File: config.mk
export PLATFORM = sky130hd
export DESIGN_NAME = sbwr_status_bank
export DESIGN_NICKNAME = d
export VERILOG_FILES = /design/src/design/sbwr_pkg.sv /design/src/design/sbwr_status_bank.sv /design/src/design/sbwr_hold_reg.sv
export VERILOG_INCLUDE_DIRS = /design/src /design/src/design
export SDC_FILE = /design/constraint.sdc
export NUM_CORES = 1
export LEC_CHECK = 0
export BUFFER_PORTS_ARGS = -buffer_cell sky130_fd_sc_hd__buf_2
export CAP_MARGIN = 5
export CORE_ASPECT_RATIO = 0.75
export CORE_MARGIN = 2
export CORE_UTILIZATION = 30
export CTS_BUF_LIST = sky130_fd_sc_hd__clkbuf_2 sky130_fd_sc_hd__clkbuf_4 sky130_fd_sc_hd__clkbuf_8
export DETAILED_ROUTE_END_ITERATION = 12
export PLACE_DENSITY = 0.58
export SLEW_MARGIN = 25
export SYNTH_ARGS = -nofsm -noshare
export SYNTH_HDL_FRONTEND = slang
export SYNTH_SLANG_ARGS = --single-unit
File: constraint.sdc
create_clock -name clk -period 6.8 [get_ports clk]
set_input_delay 1.02 -clock clk [delete_from_list [all_inputs] [get_ports clk]]
set_output_delay 1.02 -clock clk [all_outputs]
set_load 0.01 [all_outputs]
File: src/design/sbwr_regs.svh
// Register offsets, field positions and reset values of the status bank.
// Assumes a 16-bit register word and an 8-bit register address.
`ifndef SBWR_REGS_SVH
`define SBWR_REGS_SVH
`define SBWR_OFF_MODEL_REV    8'h00
`define SBWR_OFF_CHAIN_ADDR   8'h01
`define SBWR_OFF_STAT_PRI     8'h02
`define SBWR_OFF_STAT_COMM    8'h03
`define SBWR_OFF_STAT_BAL     8'h04
`define SBWR_OFF_FAULT_PRI    8'h05
`define SBWR_OFF_FAULT_SEC    8'h06
`define SBWR_OFF_ALERT_SUM    8'h07
`define SBWR_OFF_CELL_OV      8'h08
`define SBWR_OFF_CELL_UV      8'h09
`define SBWR_OFF_EXT_CELL     8'h0A
`define SBWR_OFF_AUX_PROT     8'h0B
`define SBWR_OFF_AUX_OV       8'h0C
`define SBWR_OFF_AUX_UV       8'h0D
`define SBWR_OFF_LAST         8'h0D
`define SBWR_REJECT_BIT       0
`define SBWR_MODEL_LSB        4
`define SBWR_CELL_MASK        16'h7FFE
`define SBWR_AUX_MASK         16'h000F
`define SBWR_EXT_MASK         16'h0F0F
`define SBWR_STAT_BAL_MASK    16'hF800
`define SBWR_FAULT_SEC_MASK   16'hF80F
`define SBWR_ALERT_SUM_MASK   16'hFFDF
`define SBWR_STAT_COMM_MASK   16'hFEFB
`define SBWR_CHAIN_WR_MASK    16'hFFFF
`define SBWR_RESET_WORD       16'h0000
`endif

File: src/design/sbwr_pkg.sv
// Types shared by the status bank files.
// Assumes the offsets come from sbwr_regs.svh.
package sbwr_pkg;
  typedef logic [15:0] sbwr_word_t;
  typedef logic [7:0]  sbwr_addr_t;
  // Write handling states, Gray coded along idle, check, done.
  typedef enum logic [1:0] {
    SBWR_IDLE  = 2'b00,
    SBWR_CHECK = 2'b01,
    SBWR_DONE  = 2'b11
  } sbwr_state_t;
endpackage

File: src/design/sbwr_status_bank.sv
// Status and fault register bank with busy-register write rejection.
// Assumes a host transaction port already checked for protocol and PEC errors,
// and live measurement inputs arriving from logic on the same clock.
//
// Operation
// Registers form blocks, each with a busy input, so in-use content cannot change.
// A valid write to a register whose block is busy is discarded unchanged.
// A discarded write sets the write-reject alert bit in the comm status word.
// Host software should confirm the internal process finished before writing.
// Offset zero is a read-only word with model in bits 15:4 and revision in 3:0.
// The over-voltage word flags cells in bits 14:1, with bits 15 and 0 reading zero.
// Highest cell index sits in bits 11:8 and lowest cell index in bits 3:0 of 0x0A.
// Unused bits read as zero and never store written data.
`timescale 1ns/1ps
`default_nettype none
`include "sbwr_regs.svh"
module sbwr_status_bank #(
  parameter logic [11:0] MODEL_ID    = 12'h123,  // Arbitrary value.
  parameter logic [3:0]  REVISION_ID = 4'h1      // Arbitrary value.
) (
  input  wire logic             clk,
  input  wire logic             rst,
  input  wire logic             ce,
  input  wire logic             req_valid,
  input  wire logic             req_write,
  input  wire logic [7:0]       req_addr,
  input  wire logic [15:0]      req_wdata,
  input  wire logic             busy_config,
  input  wire logic             busy_status,
  input  wire logic [15:0]      stat_pri_set,
  input  wire logic [15:0]      stat_comm_set,
  input  wire logic [15:0]      stat_bal_set,
  input  wire logic [15:0]      fault_pri_set,
  input  wire logic [15:0]      fault_sec_set,
  input  wire logic [15:0]      alert_sum_in,
  input  wire logic [15:0]      cell_over_flags,
  input  wire logic [15:0]      cell_under_flags,
  input  wire logic [3:0]       highest_cell_index,
  input  wire logic [3:0]       lowest_cell_index,
  input  wire logic [3:0]       aux_prot_in,
  input  wire logic [3:0]       aux_over_in,
  input  wire logic [3:0]       aux_under_in,
  output logic                  rsp_valid,
  output logic      [15:0]      rsp_rdata,
  output logic                  rsp_rejected,
  output logic                  write_reject_alert
);
  sbwr_pkg::sbwr_state_t state_r;
  sbwr_pkg::sbwr_state_t state_nxt;
  logic [7:0]  addr_r;
  logic [15:0] wdata_r;
  logic        write_r;
  logic [15:0] chain_r;
  logic [15:0] ovf_r, uvf_r, ext_r, auxp_r, auxo_r, auxu_r, sum_r;
  logic [15:0] stat_pri_v, stat_comm_v, stat_bal_v, fault_pri_v, fault_sec_v;

  // Block membership: offset 1 is the config block, 2 to 6 the clearable status block.
  wire hit_cfg    = (addr_r == `SBWR_OFF_CHAIN_ADDR);
  wire hit_stat   = (addr_r >= `SBWR_OFF_STAT_PRI) && (addr_r <= `SBWR_OFF_FAULT_SEC);
  wire blk_busy   = (hit_cfg && busy_config) || (hit_stat && busy_status);
  wire in_check   = (state_r == sbwr_pkg::SBWR_CHECK);
  wire wr_go      = in_check && write_r && !blk_busy;
  wire wr_reject  = in_check && write_r && blk_busy && (hit_cfg || hit_stat);
  wire clr_pri    = wr_go && (addr_r == `SBWR_OFF_STAT_PRI);
  wire clr_comm   = wr_go && (addr_r == `SBWR_OFF_STAT_COMM);
  wire clr_bal    = wr_go && (addr_r == `SBWR_OFF_STAT_BAL);
  wire clr_fpri   = wr_go && (addr_r == `SBWR_OFF_FAULT_PRI);
  wire clr_fsec   = wr_go && (addr_r == `SBWR_OFF_FAULT_SEC);
  wire wr_chain   = wr_go && hit_cfg;
  wire [15:0] comm_set = stat_comm_set | {15'h0000, wr_reject};
  // Next value of the alert bit, so the output pin moves in step with the stored bit.
  wire comm_alert_nxt = comm_set[`SBWR_REJECT_BIT] |
                        (stat_comm_v[`SBWR_REJECT_BIT] & ~(clr_comm & wdata_r[`SBWR_REJECT_BIT]));

  // Clearable alert words, one instance per register.
  sbwr_hold_reg u_pri (.clk(clk), .rst(rst), .ce(ce), .mask(16'hFFFF),
    .set_bits(stat_pri_set), .clr_en(clr_pri), .clr_bits(wdata_r), .value(stat_pri_v));
  sbwr_hold_reg u_comm (.clk(clk), .rst(rst), .ce(ce), .mask(`SBWR_STAT_COMM_MASK),
    .set_bits(comm_set), .clr_en(clr_comm), .clr_bits(wdata_r), .value(stat_comm_v));
  sbwr_hold_reg u_bal (.clk(clk), .rst(rst), .ce(ce), .mask(`SBWR_STAT_BAL_MASK),
    .set_bits(stat_bal_set), .clr_en(clr_bal), .clr_bits(wdata_r), .value(stat_bal_v));
  sbwr_hold_reg u_fpri (.clk(clk), .rst(rst), .ce(ce), .mask(16'hFFFF),
    .set_bits(fault_pri_set), .clr_en(clr_fpri), .clr_bits(wdata_r), .value(fault_pri_v));
  sbwr_hold_reg u_fsec (.clk(clk), .rst(rst), .ce(ce), .mask(`SBWR_FAULT_SEC_MASK),
    .set_bits(fault_sec_set), .clr_en(clr_fsec), .clr_bits(wdata_r), .value(fault_sec_v));

  // Read selection; unused bits are masked to zero and unmapped offsets read zero.
  wire [15:0] id_word = {MODEL_ID, REVISION_ID};
  wire [15:0] rd_word =
    (addr_r == `SBWR_OFF_MODEL_REV)  ? id_word :
    (addr_r == `SBWR_OFF_CHAIN_ADDR) ? chain_r :
    (addr_r == `SBWR_OFF_STAT_PRI)   ? stat_pri_v :
    (addr_r == `SBWR_OFF_STAT_COMM)  ? stat_comm_v :
    (addr_r == `SBWR_OFF_STAT_BAL)   ? stat_bal_v :
    (addr_r == `SBWR_OFF_FAULT_PRI)  ? fault_pri_v :
    (addr_r == `SBWR_OFF_FAULT_SEC)  ? fault_sec_v :
    (addr_r == `SBWR_OFF_ALERT_SUM)  ? sum_r :
    (addr_r == `SBWR_OFF_CELL_OV)    ? ovf_r :
    (addr_r == `SBWR_OFF_CELL_UV)    ? uvf_r :
    (addr_r == `SBWR_OFF_EXT_CELL)   ? ext_r :
    (addr_r == `SBWR_OFF_AUX_PROT)   ? auxp_r :
    (addr_r == `SBWR_OFF_AUX_OV)     ? auxo_r :
    (addr_r == `SBWR_OFF_AUX_UV)     ? auxu_r : 16'h0000;

  // Transaction sequencer: capture, check, answer.
  always_comb begin
    state_nxt = state_r;
    case (state_r)
      sbwr_pkg::SBWR_IDLE: begin
        if (req_valid) begin
          state_nxt = sbwr_pkg::SBWR_CHECK;
        end
      end
      sbwr_pkg::SBWR_CHECK: begin
        state_nxt = sbwr_pkg::SBWR_DONE;
      end
      default: begin
        state_nxt = sbwr_pkg::SBWR_IDLE;
      end
    endcase
  end

  // Request capture and sequencer state.
  always_ff @(posedge clk or posedge rst) begin
    if (rst) begin
      state_r <= sbwr_pkg::SBWR_IDLE;
      addr_r  <= 8'h00;
      wdata_r <= 16'h0000;
      write_r <= 1'b0;
    end else if (ce) begin
      state_r <= state_nxt;
      if (state_r == sbwr_pkg::SBWR_IDLE && req_valid) begin
        addr_r  <= req_addr;
        wdata_r <= req_wdata;
        write_r <= req_write;
      end
    end
  end

  // Live measurement words, sampled with unused bits forced to zero.
  always_ff @(posedge clk or posedge rst) begin
    if (rst) begin
      ovf_r  <= 16'h0000;
      uvf_r  <= 16'h0000;
      ext_r  <= 16'h0000;
      auxp_r <= 16'h0000;
      auxo_r <= 16'h0000;
      auxu_r <= 16'h0000;
      sum_r  <= 16'h0000;
    end else if (ce) begin
      ovf_r  <= cell_over_flags & `SBWR_CELL_MASK;
      uvf_r  <= cell_under_flags & `SBWR_CELL_MASK;
      ext_r  <= {4'h0, highest_cell_index, 4'h0, lowest_cell_index};
      auxp_r <= {12'h000, aux_prot_in};
      auxo_r <= {12'h000, aux_over_in};
      auxu_r <= {12'h000, aux_under_in};
      sum_r  <= alert_sum_in & `SBWR_ALERT_SUM_MASK;
    end
  end

  // Config word write; kept only when its block is idle.
  always_ff @(posedge clk or posedge rst) begin
    if (rst) begin
      chain_r <= `SBWR_RESET_WORD;
    end else if (ce && wr_chain) begin
      chain_r <= wdata_r & `SBWR_CHAIN_WR_MASK;
    end
  end

  // Answer port, registered.
  always_ff @(posedge clk or posedge rst) begin
    if (rst) begin
      rsp_valid          <= 1'b0;
      rsp_rdata          <= 16'h0000;
      rsp_rejected       <= 1'b0;
      write_reject_alert <= 1'b0;
    end else if (ce) begin
      rsp_valid          <= in_check;
      rsp_rdata          <= (in_check && !write_r) ? rd_word : 16'h0000;
      rsp_rejected       <= wr_reject;
      write_reject_alert <= comm_alert_nxt;
    end
  end

  // A rejected config write leaves the stored word unchanged.
  a_reject_keeps_word: assert property (@(posedge clk) disable iff (rst)
    (ce && wr_reject && hit_cfg) |=> $stable(chain_r))
    else $error("Rejected write changed the config word.");

  // A rejection raises the alert on the next cycle.
  a_reject_sets_alert: assert property (@(posedge clk) disable iff (rst)
    (ce && wr_reject) |=> stat_comm_v[0])
    else $error("Rejection did not set the alert bit.");

  // The alert pin always shows the stored alert bit.
  a_alert_mirrors_bit: assert property (@(posedge clk) disable iff (rst)
    write_reject_alert == stat_comm_v[`SBWR_REJECT_BIT])
    else $error("Alert pin differs from the stored alert bit.");

  // A write to a busy status block is answered as rejected.
  a_busy_blocks_write: assert property (@(posedge clk) disable iff (rst)
    (ce && in_check && write_r && hit_stat && busy_status) |=> rsp_rejected)
    else $error("Write to a busy block not rejected.");

  // Identification reads are constant.
  a_id_read_value: assert property (@(posedge clk) disable iff (rst)
    (ce && in_check && !write_r && addr_r == 8'h00) |=> rsp_rdata == {MODEL_ID, REVISION_ID})
    else $error("Identification read wrong.");

  // Over-voltage edge bits stay zero.
  a_ov_edges_zero: assert property (@(posedge clk) disable iff (rst)
    ovf_r[15] == 1'b0 && ovf_r[0] == 1'b0)
    else $error("Unused over-voltage bit set.");

  // Extreme-cell word has only its two nibbles.
  a_ext_fields: assert property (@(posedge clk) disable iff (rst)
    ce |=> ext_r == {4'h0, $past(highest_cell_index), 4'h0, $past(lowest_cell_index)})
    else $error("Extreme-cell fields misplaced.");

  // Unmapped offsets read zero.
  a_unmapped_zero: assert property (@(posedge clk) disable iff (rst)
    (ce && in_check && !write_r && addr_r > 8'h0D) |=> rsp_rdata == 16'h0000)
    else $error("Unmapped read nonzero.");

  // Every request is answered two cycles after capture.
  a_answer_timing: assert property (@(posedge clk) disable iff (rst)
    (ce && state_r == sbwr_pkg::SBWR_IDLE && req_valid) ##1 ce |=> rsp_valid)
    else $error("Answer late.");

  c_write_rejected: cover property (@(posedge clk) disable iff (rst) wr_reject);
  c_write_accepted: cover property (@(posedge clk) disable iff (rst) wr_chain);
  c_status_cleared: cover property (@(posedge clk) disable iff (rst) clr_comm);
endmodule
`default_nettype wire

File: src/design/sbwr_hold_reg.sv
// One 16-bit host-writable status word with write-one-to-clear alerts.
// Assumes set pulses come from logic on the same clock.
`timescale 1ns/1ps
`default_nettype none
`include "sbwr_regs.svh"
module sbwr_hold_reg (
  input  wire logic             clk,
  input  wire logic             rst,
  input  wire logic             ce,
  input  wire logic [15:0]      mask,
  input  wire logic [15:0]      set_bits,
  input  wire logic             clr_en,
  input  wire logic [15:0]      clr_bits,
  output logic      [15:0]      value
);
  logic [15:0] value_nxt;

  // Set wins over clear; unused bits never store.
  assign value_nxt = ((value & ~(clr_en ? clr_bits : 16'h0000)) | set_bits) & mask;

  // Word storage frozen while the clock enable is low.
  always_ff @(posedge clk or posedge rst) begin
    if (rst) begin
      value <= `SBWR_RESET_WORD;
    end else if (ce) begin
      value <= value_nxt;
    end
  end
endmodule
`default_nettype wire

### Word-level counts from Yosys, hierarchy flattened

Cells that the tools add are included.

| word-level totals | value |
|---|---|
| flip-flop bits (word level) | 185 |
| input bits | 179 |

| cells by class | value |
|---|---|
| $lt $le $gt $ge | 2 |
| equal/unequal tests | 15 |
| mux-type cells | 22 |
| bitwise logic cells | 20 |
| reductions and logical operators | 24 |

Operators with widths:

| kind | number |
|---|---|
| $mux W16 | 14 |
| $and A16 B16 Y16 | 5 |
| $not A16 Y16 | 5 |
| $or A16 B16 Y16 | 5 |
| $eq A8 B4 Y1 const B | 6 |
| $eq A8 B3 Y1 const B | 4 |
| $mux W15 | 2 |
| $eq A8 B2 Y1 const B | 2 |
| $logic_and A1 B1 Y1 | 16 |
| $or A16 B1 Y16 | 1 |
| $mux W12 | 1 |
| $mux W4 | 3 |
| $eq A8 B1 Y1 const B | 1 |
| $ge A8 B2 Y1 const B | 1 |
| $le A8 B3 Y1 const B | 1 |
| $logic_not A8 Y1 | 1 |
| $pmux W2 S2 | 1 |
| $reduce_and A2 Y1 | 2 |
| $and A1 B1 Y1 | 2 |
| $eq A2 B1 Y1 const B | 1 |
| $logic_not A1 Y1 | 2 |
| $logic_not A2 Y1 | 1 |
| $logic_or A1 B1 Y1 | 2 |
| $mux W2 | 1 |
| other kinds (3) | 3 |

### Depth between registers and ports, before layout

Gate-level depths: netlist (run 1).

| depth | value |
|---|---|
| depth after elaboration | 16 |
| mapped depth | 8 |
| depth with buffers taken out | 5 |

### Hierarchy

A second synthesis (run 1) with hierarchy kept.

| unflattened totals | value |
|---|---|
| cells, all modules | 1034 |
| area total of the unflattened synthesis | 10707.8 µm² |

By module, submodules not included:

| module | times used | cells each | area an instance (µm²) | sequential area each (µm²) |
|---|---|---|---|---|
| sbwr_status_bank | 1 | 604 | 6416.2 | 3128.0 |
| sbwr_hold_reg | 5 | 86 | 858.3 | 400.4 |

### Worst setup path before layout (run 1)

OpenSTA, ideal clock, no wires.

| path | value |
|---|---|
| path type | input port to flip-flop |
| start point | in ce |
| end point | reg addr_r[1] |
| library setup time | 0.125 ns |
| arrival time | 2.672 ns |
| setup slack | 4.003 ns |
| stages | 5 |
| buffers on the path | 2 |
| cells stage by stage | clkbuf_1 -> nand2_1 -> nor3_1 -> clkbuf_1 -> mux2_2 |

| between the ends | value |
|---|---|
| cells in the longest elaborated chain, start to end | 1 |

Ends and longest elaborated chain:

| element | RTL line | text |
|---|---|---|
| start: declaration | sbwr_status_bank.sv:23 | `input wire logic ce,` |
| $reduce_and A2 Y1 (no line) | - |  |
| end signal: assignment | sbwr_status_bank.sv:133 | `addr_r <= req_addr;` |
| end: declaration | sbwr_status_bank.sv:50 | `logic [7:0] addr_r;` |

No other way between the ends.
A chain may end at the register's enable or synchronous reset.

### Final worst setup path (run 1)

| path | value |
|---|---|
| start point | reg addr_r[1] |
| end point | reg chain_r[10] |

| between the ends | value |
|---|---|
| cells in the longest elaborated chain, start to end | 8 |
| elaborated cells between the ends (all ways) | 11 |
| those cells by class | order compare: 2; eq/ne: 1; reduce/logical: 8 |

Ends and longest elaborated chain:

| element | RTL line | text |
|---|---|---|
| $ge A8 B2 Y1 (no line) or $le A8 B3 Y1 (tied branches) | - |  |
| $logic_and A1 B1 Y1 | sbwr_status_bank.sv:59 | `` wire hit_stat = (addr_r >= `SBWR_OFF_STAT_PRI) && (addr_r <= `SBWR_OFF_FAULT_SEC); `` |
| $logic_and A1 B1 Y1 | sbwr_status_bank.sv:60 | `wire blk_busy = (hit_cfg && busy_config) \|\| (hit_stat && busy_status);` |
| $logic_or A1 B1 Y1 | sbwr_status_bank.sv:60 |  |
| $logic_not A1 Y1 | sbwr_status_bank.sv:62 | `wire wr_go = in_check && write_r && !blk_busy;` |
| $logic_and A1 B1 Y1 | sbwr_status_bank.sv:62 |  |
| $logic_and A1 B1 Y1 (*) | sbwr_status_bank.sv:69 | `wire wr_chain = wr_go && hit_cfg;` |
| $logic_and A1 B1 Y1 (*) | sbwr_status_bank.sv:165 | `end else if (ce && wr_chain) begin` |
| end signal: assignment | sbwr_status_bank.sv:164 | `` chain_r <= `SBWR_RESET_WORD; `` |
| end signal: assignment | sbwr_status_bank.sv:166 | `` chain_r <= wdata_r & `SBWR_CHAIN_WR_MASK; `` |
| end: declaration | sbwr_status_bank.sv:53 | `logic [15:0] chain_r;` |

Every way passes the cells marked *; elsewhere a longest branch is shown, timed or not.

==> impl_metrics.tcl, run 1 <==
set metrics [dict create \
    synth.top_cell.area_share_pct 53.6 \
    area_delta_synth_final_pct 19.8 \
    rr_worst_depth 5 \
    cts_tree "yes" \
    path_clk_slew_ns 0.10 \
    postRouteAntennaNets 0 \
    vias_per_cell 5.30 \
    crit_end "chain_r[10]$_DFFE_PP0P_" \
    r2r_setup_slack_ns 3.41 \
    crit_path_end_kind "register" \
    antenna_found_initial 0 \
    dpl-instance-area_mm2 0.00988 \
    gp_congestion 0.869 \
    synth_area_per_cell_um2 11.2 \
    fin_worst_skew_ns 0.0154 \
    clock_path_buffers 2 \
    status "finished, final reports clean" \
    finalHoldViolCount 0 \
    grt-ovfl-total 0 \
    path_max_fanout 36 \
    report.final.setup_viol 0 \
    crit_required_ns 7.17 \
    synth_edf_count 0 \
    clkLatencyLatePin_ns 0.49 \
    cts_buffers 17 \
    setup_tns_ns 0 \
    period_share_pct 49.8 \
    die_w_um 199 \
    slew_headroom_pct 31.0 \
    cts-root-buf "clkbuf_8" \
    grt_pass1_wl_um 42800 \
    synth.distinct_cells 60 \
    dr.pass1.iters 5 \
    drt_wl_total_um 29000 \
    worst_pin_slew_ns 1.03 \
    yosysTopAreaCell "dfrtp_1" \
    coreArea_mm2 0.0281 \
    startpoint_type "register" \
    reg2reg_to "chain_r[10]$_DFFE_PP0P_" \
    arrival_ns 3.76 \
    synth_seq_cells 184 \
    num_rows 53 \
    holdCritPathClass "reg2reg" \
    vias 7006 \
    syn_inst 770 \
    die_h_um 151 \
    grt_max_degree 96 \
    period_needed_ns 3.39 \
    htreeDepth 4 \
    drcViolationCount 0 \
    layout.nets 1103 \
    ys_seq_area_share_pct 53.6 \
    first_global_vias 6897 \
    start_util_pct 30.6 \
    clock_sinks 184 \
    fmax_mhz 295 \
    final_area_mm2 0.0103 \
    dp_hpwl_um 20500 \
    layout-drive-gt1-share_pct 34.9 \
    ys_warn_count 0 \
    startpoint "addr_r[1]$_DFFE_PP0P_" \
    grt_use_total_pct 19.6 \
    dr.first_iter.drc_count 564 \
    postCtsSetupRepairBufs 0 \
    ys.flop_type "dfrtp_1" \
    wl_per_cell_um 21.9 \
    top_level_ports 198 \
    drv_slew 0 \
    cap_violations 0 \
    critical_path_class "reg2reg" \
    synth_fp_nets 949 \
    leakage_uw 0.00446 \
    reg2reg_from "addr_r[1]$_DFFE_PP0P_" \
    synthTopCellsByArea "dfrtp_1 (54%), mux2_2 (12%), a22o_1 (6.1%)" \
    power_per_cell_area_mw_per_mm2 314 \
    synthArstFlopShare_pct 100 \
    dieArea_mm2 0.0300 \
    syn-cell-area_mm2 0.00860 \
    rsz0062_at_grt "no" \
    cts_hold_buffers 0 \
    cts.repair.resized 0 \
    peakVddDrop_mv 0.135 \
    port_buffers 172 \
]
-- through the flow --
step | hold slack [ns] | std cells | total power, µW | util [%] | worst slack [ns]
after CTS | 0.493 | 1321 | 3240 | 36.6 | 3.47
after floorplan | 0.448 | 770 | 2030 | - | 0.780
final | 0.488 | 1323 | 3230 | 36.6 | 3.41
after detailed placement | 0.471 | 1290 | 2440 | 35.2 | 3.51
after global placement | 0.463 | 1290 | 2420 | 35.1 | 3.46
after global routing | 0.514 | 1321 | 3400 | 36.6 | 3.31
-- cells by family after synthesis --
family | count (synthesis) | share of synthesized area (%)
AO/OA/AOI/OAI | 225 | 18.4
buffers and inverters | 61 | 2.84
flip-flops | 184 | 53.6
multiplexers | 109 | 14.3
AND/OR/NAND/NOR | 191 | 10.9
-- power breakdown --
group | internal, µW | switching (µW)
combinational | 366 | 640
clock | 380 | 421
sequential | 1230 | 190
-- worst min-delay path by stage --
stage	start	to	slack [ns]	cells past startpoint
2_1_floorplan	chain_r[4]$_DFFE_PP0P_	chain_r[4]$_DFFE_PP0P_	0.45	1
3_3_place_gp	chain_r[5]$_DFFE_PP0P_	chain_r[5]$_DFFE_PP0P_	0.46	1
3_5_place_dp	chain_r[9]$_DFFE_PP0P_	chain_r[9]$_DFFE_PP0P_	0.47	1
4_1_cts	chain_r[9]$_DFFE_PP0P_	chain_r[9]$_DFFE_PP0P_	0.49	1
5_1_grt	rsp_rdata[13]$_DFFE_PP0P_	rsp_rdata[13]$_DFFE_PP0P_	0.51	2
6_report	chain_r[9]$_DFFE_PP0P_	chain_r[9]$_DFFE_PP0P_	0.49	1
-- layout make-up --
cell class	instances	area [µm²]
diodes	2	5.00
clock buffers	19	262
clock inverters	12	151
fillers	2901	17800
inverters	12	50.0
multi-input cells	525	3790
flip-flops and latches	184	4610
well taps	385	482
repair buffers	184	953
-- worst max-delay path, cell delays in order (launching register included) --
cell and delay (ns):
dfrtp_2 0.61, buf_4 0.37, nand2b_1 0.32, or4_1 0.66, nor3_4 0.86, mux2_2 0.42
-- routing by layer --
metal	part of all wire [%]	global-route usage [%]
met3	8.1	4.57
met4	1.2	5.26
met2	44	29.1
met5	0	0
met1	46	28.5
-- Yosys cell counts, drive strengths merged, types with 4 or more instances --
cell type,instances
a21oi,50
clkbuf,40
mux2i,6
dfrtp,184
nand2b,13
a31oi,8
mux2,102
o21ai,42
nand3,8
nor2,27
a211oi,5
or2,4
a22o,60
nand2,88
a22oi,7
nor2b,10
o22ai,5
o31ai,5
nor3,18
inv,12
buf,9
o2bb2ai,9
-- placed cells by master, fill, tap and decap left out, types with 5 or more instances in the layout --
| cell | instances |
|---|---|
| mux2_2 | 92 |
| clkbuf_8 | 19 |
| inv_1 | 11 |
| mux2i_1 | 6 |
| nand2b_1 | 13 |
| o22ai_1 | 5 |
| nor2_1 | 27 |
| o21ai_0 | 42 |
| o31ai_1 | 5 |
| a211oi_1 | 5 |
| dfrtp_1 | 182 |
| o2bb2ai_1 | 9 |
| nand2_1 | 88 |
| nor3_1 | 10 |
| nor2b_1 | 10 |
| nor3_2 | 5 |
| nand3_1 | 8 |
| buf_4 | 13 |
| mux2_1 | 10 |
| a31oi_1 | 8 |
| buf_2 | 171 |
| a22oi_1 | 7 |
| a22o_1 | 60 |
| a21oi_1 | 50 |
-- sequential cells by signal, summed over array words and instances, names as in the netlist, 5 cells and up --
| register | cells |
|---|---|
| chain_r | 16 |
| rsp_rdata | 16 |
| u_fpri.value | 16 |
| u_pri.value | 16 |
| wdata_r | 16 |
| sum_r | 15 |
| ovf_r | 14 |
| u_comm.value | 14 |
| uvf_r | 14 |
| u_fsec.value | 9 |
| addr_r | 8 |
| ext_r | 8 |
| u_bal.value | 5 |
(Power assumes the default switching activity.)
==> run 2, diff against run 1 <==
--- a/config.mk
+++ b/config.mk
@@ -6,6 +6,7 @@
 export SDC_FILE = /design/constraint.sdc
 export NUM_CORES = 1
 export LEC_CHECK = 0
+export ABC_AREA = 1
 export BUFFER_PORTS_ARGS = -buffer_cell sky130_fd_sc_hd__buf_2
 export CAP_MARGIN = 5
 export CORE_ASPECT_RATIO = 0.75
==> constraint.sdc (replaced) <==
create_clock -name clk -period 3.21 [get_ports clk]
set_input_delay 0.4815 -clock clk [delete_from_list [all_inputs] [get_ports clk]]
set_output_delay 0.4815 -clock clk [all_outputs]
set_load 0.01 [all_outputs]
==> impl_metrics.tcl, run 2 <==
set metrics [dict create \
    critical_path_class "reg2reg" \
    final_cell_mix "nand2_1 (409), dfrtp_1 (184), buf_2 (171), inv_1 (83), o21ai_0 (78)" \
    postRouteAntennaNets 0 \
    area_delta_synth_final_pct 20.4 \
    drv_slew 0 \
    synthTopCellsByArea "dfrtp_1 (55%), nand2_1 (18%), o21ai_0 (4.7%)" \
    setup_ws_ns 0.768 \
    crit_path_end_kind "register" \
    grt_max_degree 174 \
    setup_tns_ns 0 \
    drcViolationCount 0 \
    clock_sinks 184 \
    status "finished, final reports clean" \
    num_rows 52 \
    postCtsSetupRepairBufs 0 \
    cap_violations 0 \
    slew_headroom_pct 40.5 \
    start_util_pct 30.8 \
    first_global_vias 7427 \
    htreeDepth 4 \
    gp_congestion 0.865 \
    cts.repair.resized 0 \
    fin_worst_skew_ns 0.0156 \
    wl_per_cell_um 16.9 \
    synth.cells.most_frequent "nand2_1 (410), dfrtp_1 (184), inv_1 (84)" \
    peakVddDrop_mv 0.316 \
    fmax_mhz 409 \
    cts-root-buf "clkbuf_8" \
    synth_area_per_cell_um2 7.94 \
    grt-ovfl-total 0 \
    holdCritPathClass "in2async" \
    synth_edf_count 0 \
    grt_pass1_wl_um 41900 \
    dp_slack_ns 0.776 \
    leakage_uw 0.00500 \
    period_share_pct 76.1 \
    path_max_fanout 7 \
    ys_seq_area_share_pct 55.0 \
    layout.nets 1399 \
    coreArea_mm2 0.0272 \
    yosysTopAreaCell "dfrtp_1" \
    synth_seq_cells 184 \
    antenna_found_initial 3 \
    syn_inst 1054 \
    vias_per_cell 4.76 \
    layout-drive-gt1-share_pct 19.6 \
    rr_worst_depth 11 \
    syn-cell-area_mm2 0.00837 \
    synth.distinct_cells 32 \
    dr.first_iter.drc_count 501 \
    clkLatencyLatePin_ns 0.48 \
    synth_fp_nets 1233 \
    synth_most_common_cell "nand2_1" \
    die_w_um 197 \
    startpoint_type "register" \
    ys_warn_count 0 \
    period_needed_ns 2.44 \
    finalHoldViolCount 0 \
    port_buffers 172 \
    dr.pass1.iters 5 \
    grt_use_total_pct 19.1 \
    fill_cells 2930 \
    clock_path_buffers 2 \
    crit_required_ns 3.60 \
    dp_hpwl_um 20100 \
    reg2reg_from "addr_r[1]$_DFFE_PP0P_" \
    report.final.setup_viol 0 \
    vias 7554 \
    top_level_ports 198 \
    final_common_cell "nand2_1" \
    arrival_ns 2.83 \
    ys.flop_type "dfrtp_1" \
    worst_pin_slew_ns 0.891 \
    r2r_setup_slack_ns 0.77 \
    rsz0062_at_grt "no" \
    reg2reg_to "rsp_rdata[14]$_DFFE_PP0P_" \
    power_per_cell_area_mw_per_mm2 521 \
    synth.top_cell.area_share_pct 55.0 \
    path_clk_slew_ns 0.11 \
    cts_hold_buffers 0 \
    cts_tree "yes" \
    synthArstFlopShare_pct 100 \
    cts_buffers 17 \
    die_h_um 149 \
    drt_wl_total_um 26700 \
    dieArea_mm2 0.0293 \
]
run 2: cell types whose count changed in the layout (fill, tap and decap cells not counted), sizes merged, moves of 10 or more:
| cell | delta |
|---|---|
| nand2b | -13 |
| inv | +83 |
| nand3 | +16 |
| mux2 | -102 |
| o21ai | +84 |
| nor2 | +47 |
| a22o | -59 |
| nand2 | +328 |
| nor2b | -10 |
run 2: cell type report:
class | count | area [µm²] | area share, %
clock buffer | 17 | 234 | 2.32
sequential | 184 | 4600 | 45.7
antenna | 2 | 5.00 | 0.0496
inverter | 89 | 338 | 3.35
timing repair buffer | 188 | 1050 | 10.4
tap | 351 | 439 | 4.36
clock inverter | 15 | 163 | 1.61
multi-input combinational | 740 | 3250 | 32.3
run 2: how the worst max path moves through the flow:
| stage | from | to | slack, ns | cells past startpoint |
|---|---|---|---|---|
| 2_1_floorplan | rst | addr_r[0]$_DFFE_PP0P_ | 0.36 | 1 |
| 3_3_place_gp | addr_r[1]$_DFFE_PP0P_ | rsp_rdata[14]$_DFFE_PP0P_ | 0.84 | 11 |
| 3_5_place_dp | addr_r[1]$_DFFE_PP0P_ | rsp_rdata[14]$_DFFE_PP0P_ | 0.78 | 11 |
| 4_1_cts | addr_r[1]$_DFFE_PP0P_ | rsp_rdata[14]$_DFFE_PP0P_ | 0.77 | 11 |
| 5_1_grt | addr_r[1]$_DFFE_PP0P_ | rsp_rdata[14]$_DFFE_PP0P_ | 0.57 | 11 |
| 6_report | addr_r[1]$_DFFE_PP0P_ | rsp_rdata[14]$_DFFE_PP0P_ | 0.77 | 11 |
run 2: cells by family after synthesis:
group	count (synthesis)	synth area share, %
AND/OR/NAND/NOR	536	25.9
AO/OA/AOI/OAI	204	12.9
buffers and inverters	130	6.16
flip-flops	184	55.0
run 2: per-stage QoR:
| step | hold slack [ns] | instance area [µm²] | total power (µW) | instances | utilization [%] |
|---|---|---|---|---|---|
| finish | 0.168 | 10100 | 5250 | 1586 | 37.1 |
| floorplan | 0.437 | 8380 | 3330 | 1054 | - |
| global route | 0.160 | 10100 | 5560 | 1586 | 37.1 |
| detailed placement | 0.458 | 9680 | 3700 | 1552 | 35.6 |
| CTS | 0.165 | 10100 | 5300 | 1584 | 37.1 |
| global placement | 0.456 | 9680 | 3680 | 1552 | 35.6 |
run 2: worst max-delay path: stages (launching register included):
cell and delay (ns):
dfrtp_1 0.46, inv_1 0.16, nand2_1 0.28, nor2_1 0.08, nand2_1 0.27, o22ai_1 0.15, a21oi_1 0.47, nand4_1 0.22
nand2_1 0.10, nand2_1 0.05, nand2_1 0.06, nand2_1 0.05
run 2: routing by layer:
layer  GRT usage [%]  up-vias  wire [µm]
met2            27.9      247      11300
met1            28.3     3591      13100
met3            4.97       18       2000
met4            4.06        2        293
met5               0        -         13
li1                -     3696          -
run 2: power breakdown:
group / switching, µW / internal (µW) / total, µW
Clock: 955 / 646 / 1600
Sequential: 145 / 2550 / 2700
Combinational: 662 / 290 / 951
==> run 3, diff against run 2 <==
--- a/config.mk
+++ b/config.mk
@@ -6,7 +6,7 @@
 export SDC_FILE = /design/constraint.sdc
 export NUM_CORES = 1
 export LEC_CHECK = 0
-export ABC_AREA = 1
+export ABC_AREA = 0
 export BUFFER_PORTS_ARGS = -buffer_cell sky130_fd_sc_hd__buf_2
 export CAP_MARGIN = 5
 export CORE_ASPECT_RATIO = 0.75
==> constraint.sdc (replaced) <==
create_clock -name clk -period 2.4 [get_ports clk]
set_input_delay 0.36 -clock clk [delete_from_list [all_inputs] [get_ports clk]]
set_output_delay 0.36 -clock clk [all_outputs]
set_load 0.01 [all_outputs]
==> impl_metrics.tcl, run 3 (same netlist as run 1, synthesis figures left out) <==
set metrics [dict create \
    status "finished, final reports clean" \
    die_w_um 199 \
    slew_headroom_pct 48.1 \
    worst_pin_slew_ns 0.775 \
    antenna_found_initial 1 \
    wl_per_cell_um 20.8 \
    htreeDepth 4 \
    layout.nets 1149 \
    dp_hpwl_um 21200 \
    holdCritPathClass "in2reg" \
    postRouteAntennaNets 0 \
    coreArea_mm2 0.0281 \
    cts_buffers 17 \
    port_buffers 172 \
    p_total_uw 9150 \
    first_global_vias 7157 \
    period_share_pct 97.9 \
    cap_violations 0 \
    rsz0062_at_grt "yes" \
    crit_required_ns 2.77 \
    power_per_cell_area_mw_per_mm2 858 \
    cts_tree "yes" \
    area_delta_synth_final_pct 24.1 \
    period_needed_ns 2.35 \
    grt_max_degree 105 \
    startpoint "addr_r[4]$_DFFE_PP0P_" \
    grt_pass1_wl_um 43200 \
    critPathMaxStageDelay_ns 0.60 \
    arrival_ns 2.72 \
    grt-ovfl-total 0 \
    startpoint_type "register" \
    cts-root-buf "clkbuf_8" \
    final_area_mm2 0.0107 \
    vias_per_cell 5.15 \
    start_util_pct 30.6 \
    num_rows 53 \
    diodes 0 \
    cpMostUsedCell "or4_4" \
    drv_slew 0 \
    fin_worst_skew_ns 0.0204 \
    vias 7045 \
    r2r_setup_slack_ns 0.05 \
    clkLatencyLatePin_ns 0.49 \
    clock_sinks 184 \
    path_cells "or4_4 -> or4_4 -> nor3_4 -> buf_12 -> mux2_1" \
    fin_hold_ws_ns 0.0896 \
    crit_end "chain_r[0]$_DFFE_PP0P_" \
    reg2reg_to "chain_r[0]$_DFFE_PP0P_" \
    drcViolationCount 0 \
    die_h_um 151 \
    final_common_cell "dfrtp_1" \
    dr.pass1.iters 5 \
    finalHoldViolCount 0 \
    path_max_fanout 16 \
    clock_path_buffers 2 \
    fill_cells 2885 \
    dpl-instance-area_mm2 0.0103 \
    fmax_mhz 426 \
    peakVddDrop_mv 0.378 \
    rr_worst_depth 5 \
    top_level_ports 198 \
    layout-drive-gt1-share_pct 37.9 \
    grt_use_total_pct 19.6 \
    min_from "alert_sum_in[9]" \
    drt_wl_total_um 28500 \
    final_cell_mix "dfrtp_1 (182), buf_2 (171), mux2_2 (92), nand2_1 (87), a22o_1 (60)" \
    crit_path_end_kind "register" \
    dieArea_mm2 0.0300 \
    report.final.setup_viol 0 \
    leakage_uw 0.00467 \
    path_clk_slew_ns 0.10 \
    dr.first_iter.drc_count 562 \
    critical_path_class "reg2reg" \
    gp_congestion 0.888 \
    slowest_stage "or4_4" \
    reg2reg_from "addr_r[4]$_DFFE_PP0P_" \
]
## run 3: cell count changes in the layout (fill, tap and decap cells not counted), moves of 15 or more
| cell | previous run | this run |
|---|---|---|
| buf_4 | 12 | 49 |
| nor2_1 | 68 | 27 |
| o21ai_0 | 78 | 42 |
| nand2_1 | 409 | 87 |
| a22o_1 | 1 | 60 |
| inv_1 | 83 | 11 |
| o21ai_1 | 48 | 0 |
| mux2_2 | 0 | 92 |
| nand3_1 | 23 | 8 |
## run 3: worst min-delay path by stage
| stage | endpoint | slack [ns] | cells past startpoint |
|---|---|---|---|
| after floorplan | chain_r[4]$_DFFE_PP0P_ | 0.45 | 1 |
| after global placement | auxu_r[3]$_DFFE_PP0P_ | 0.32 | 2 |
| after detailed placement | auxu_r[3]$_DFFE_PP0P_ | 0.32 | 2 |
| after CTS | auxp_r[3]$_DFFE_PP0P_ | 0.06 | 2 |
| after global routing | auxu_r[3]$_DFFE_PP0P_ | 0.06 | 2 |
| final | sum_r[9]$_DFFE_PP0P_ | 0.09 | 2 |
## run 3: critical path: cells and delay by family (launching register included)
family	cells	cell delay, ns
buffers and inverters	1	0.19
DFF	1	0.39
muxes	1	0.34
and+or+nand+nor	3	1.31
## run 3: routing by layer
layer	GRT usage [%]	vias up	wire, µm
li1	-	3229	-
met5	0	-	13
met2	29.5	250	12600
met1	27.8	3538	13100
met4	5.00	2	384
met3	5.53	26	2370
## run 3: where the power goes
group | internal (µW) | switching [µW]
clock network | 747 | 1190
registers | 3500 | 504
logic | 1340 | 1870
total | 5590 | 3570
## run 3: per-stage QoR
stage,instances,setup slack [ns],TNS (ns),util (%)
floorplan,770,-0.325,-59.71,-
global placement,1335,0.0475,0,36.7
detailed placement,1335,0.0175,0,36.7
CTS,1368,0.000198,0,37.9
global route,1368,-0.0236,-0.211,37.9
finish,1368,0.0502,0,37.9
## run 3: final cells by class
| class | instances | area, µm² | area share [%] |
|---|---|---|---|
| clock buffers | 19 | 249 | 2.33 |
| clock inverters | 13 | 97.6 | 0.915 |
| inverters | 12 | 48.8 | 0.457 |
| multi-input cells | 525 | 3770 | 35.4 |
| flip-flops and latches | 184 | 4610 | 43.2 |
| well taps | 385 | 482 | 4.51 |
| repair buffers | 230 | 1410 | 13.3 |
## run 3: repair_timing
action                                  CTS  global route
gates resized for setup                   0             2
endpoints found under the hold margin     7             0
setup buffers                             0             0
hold buffers                              1             0
endpoints found under the setup margin    0            18
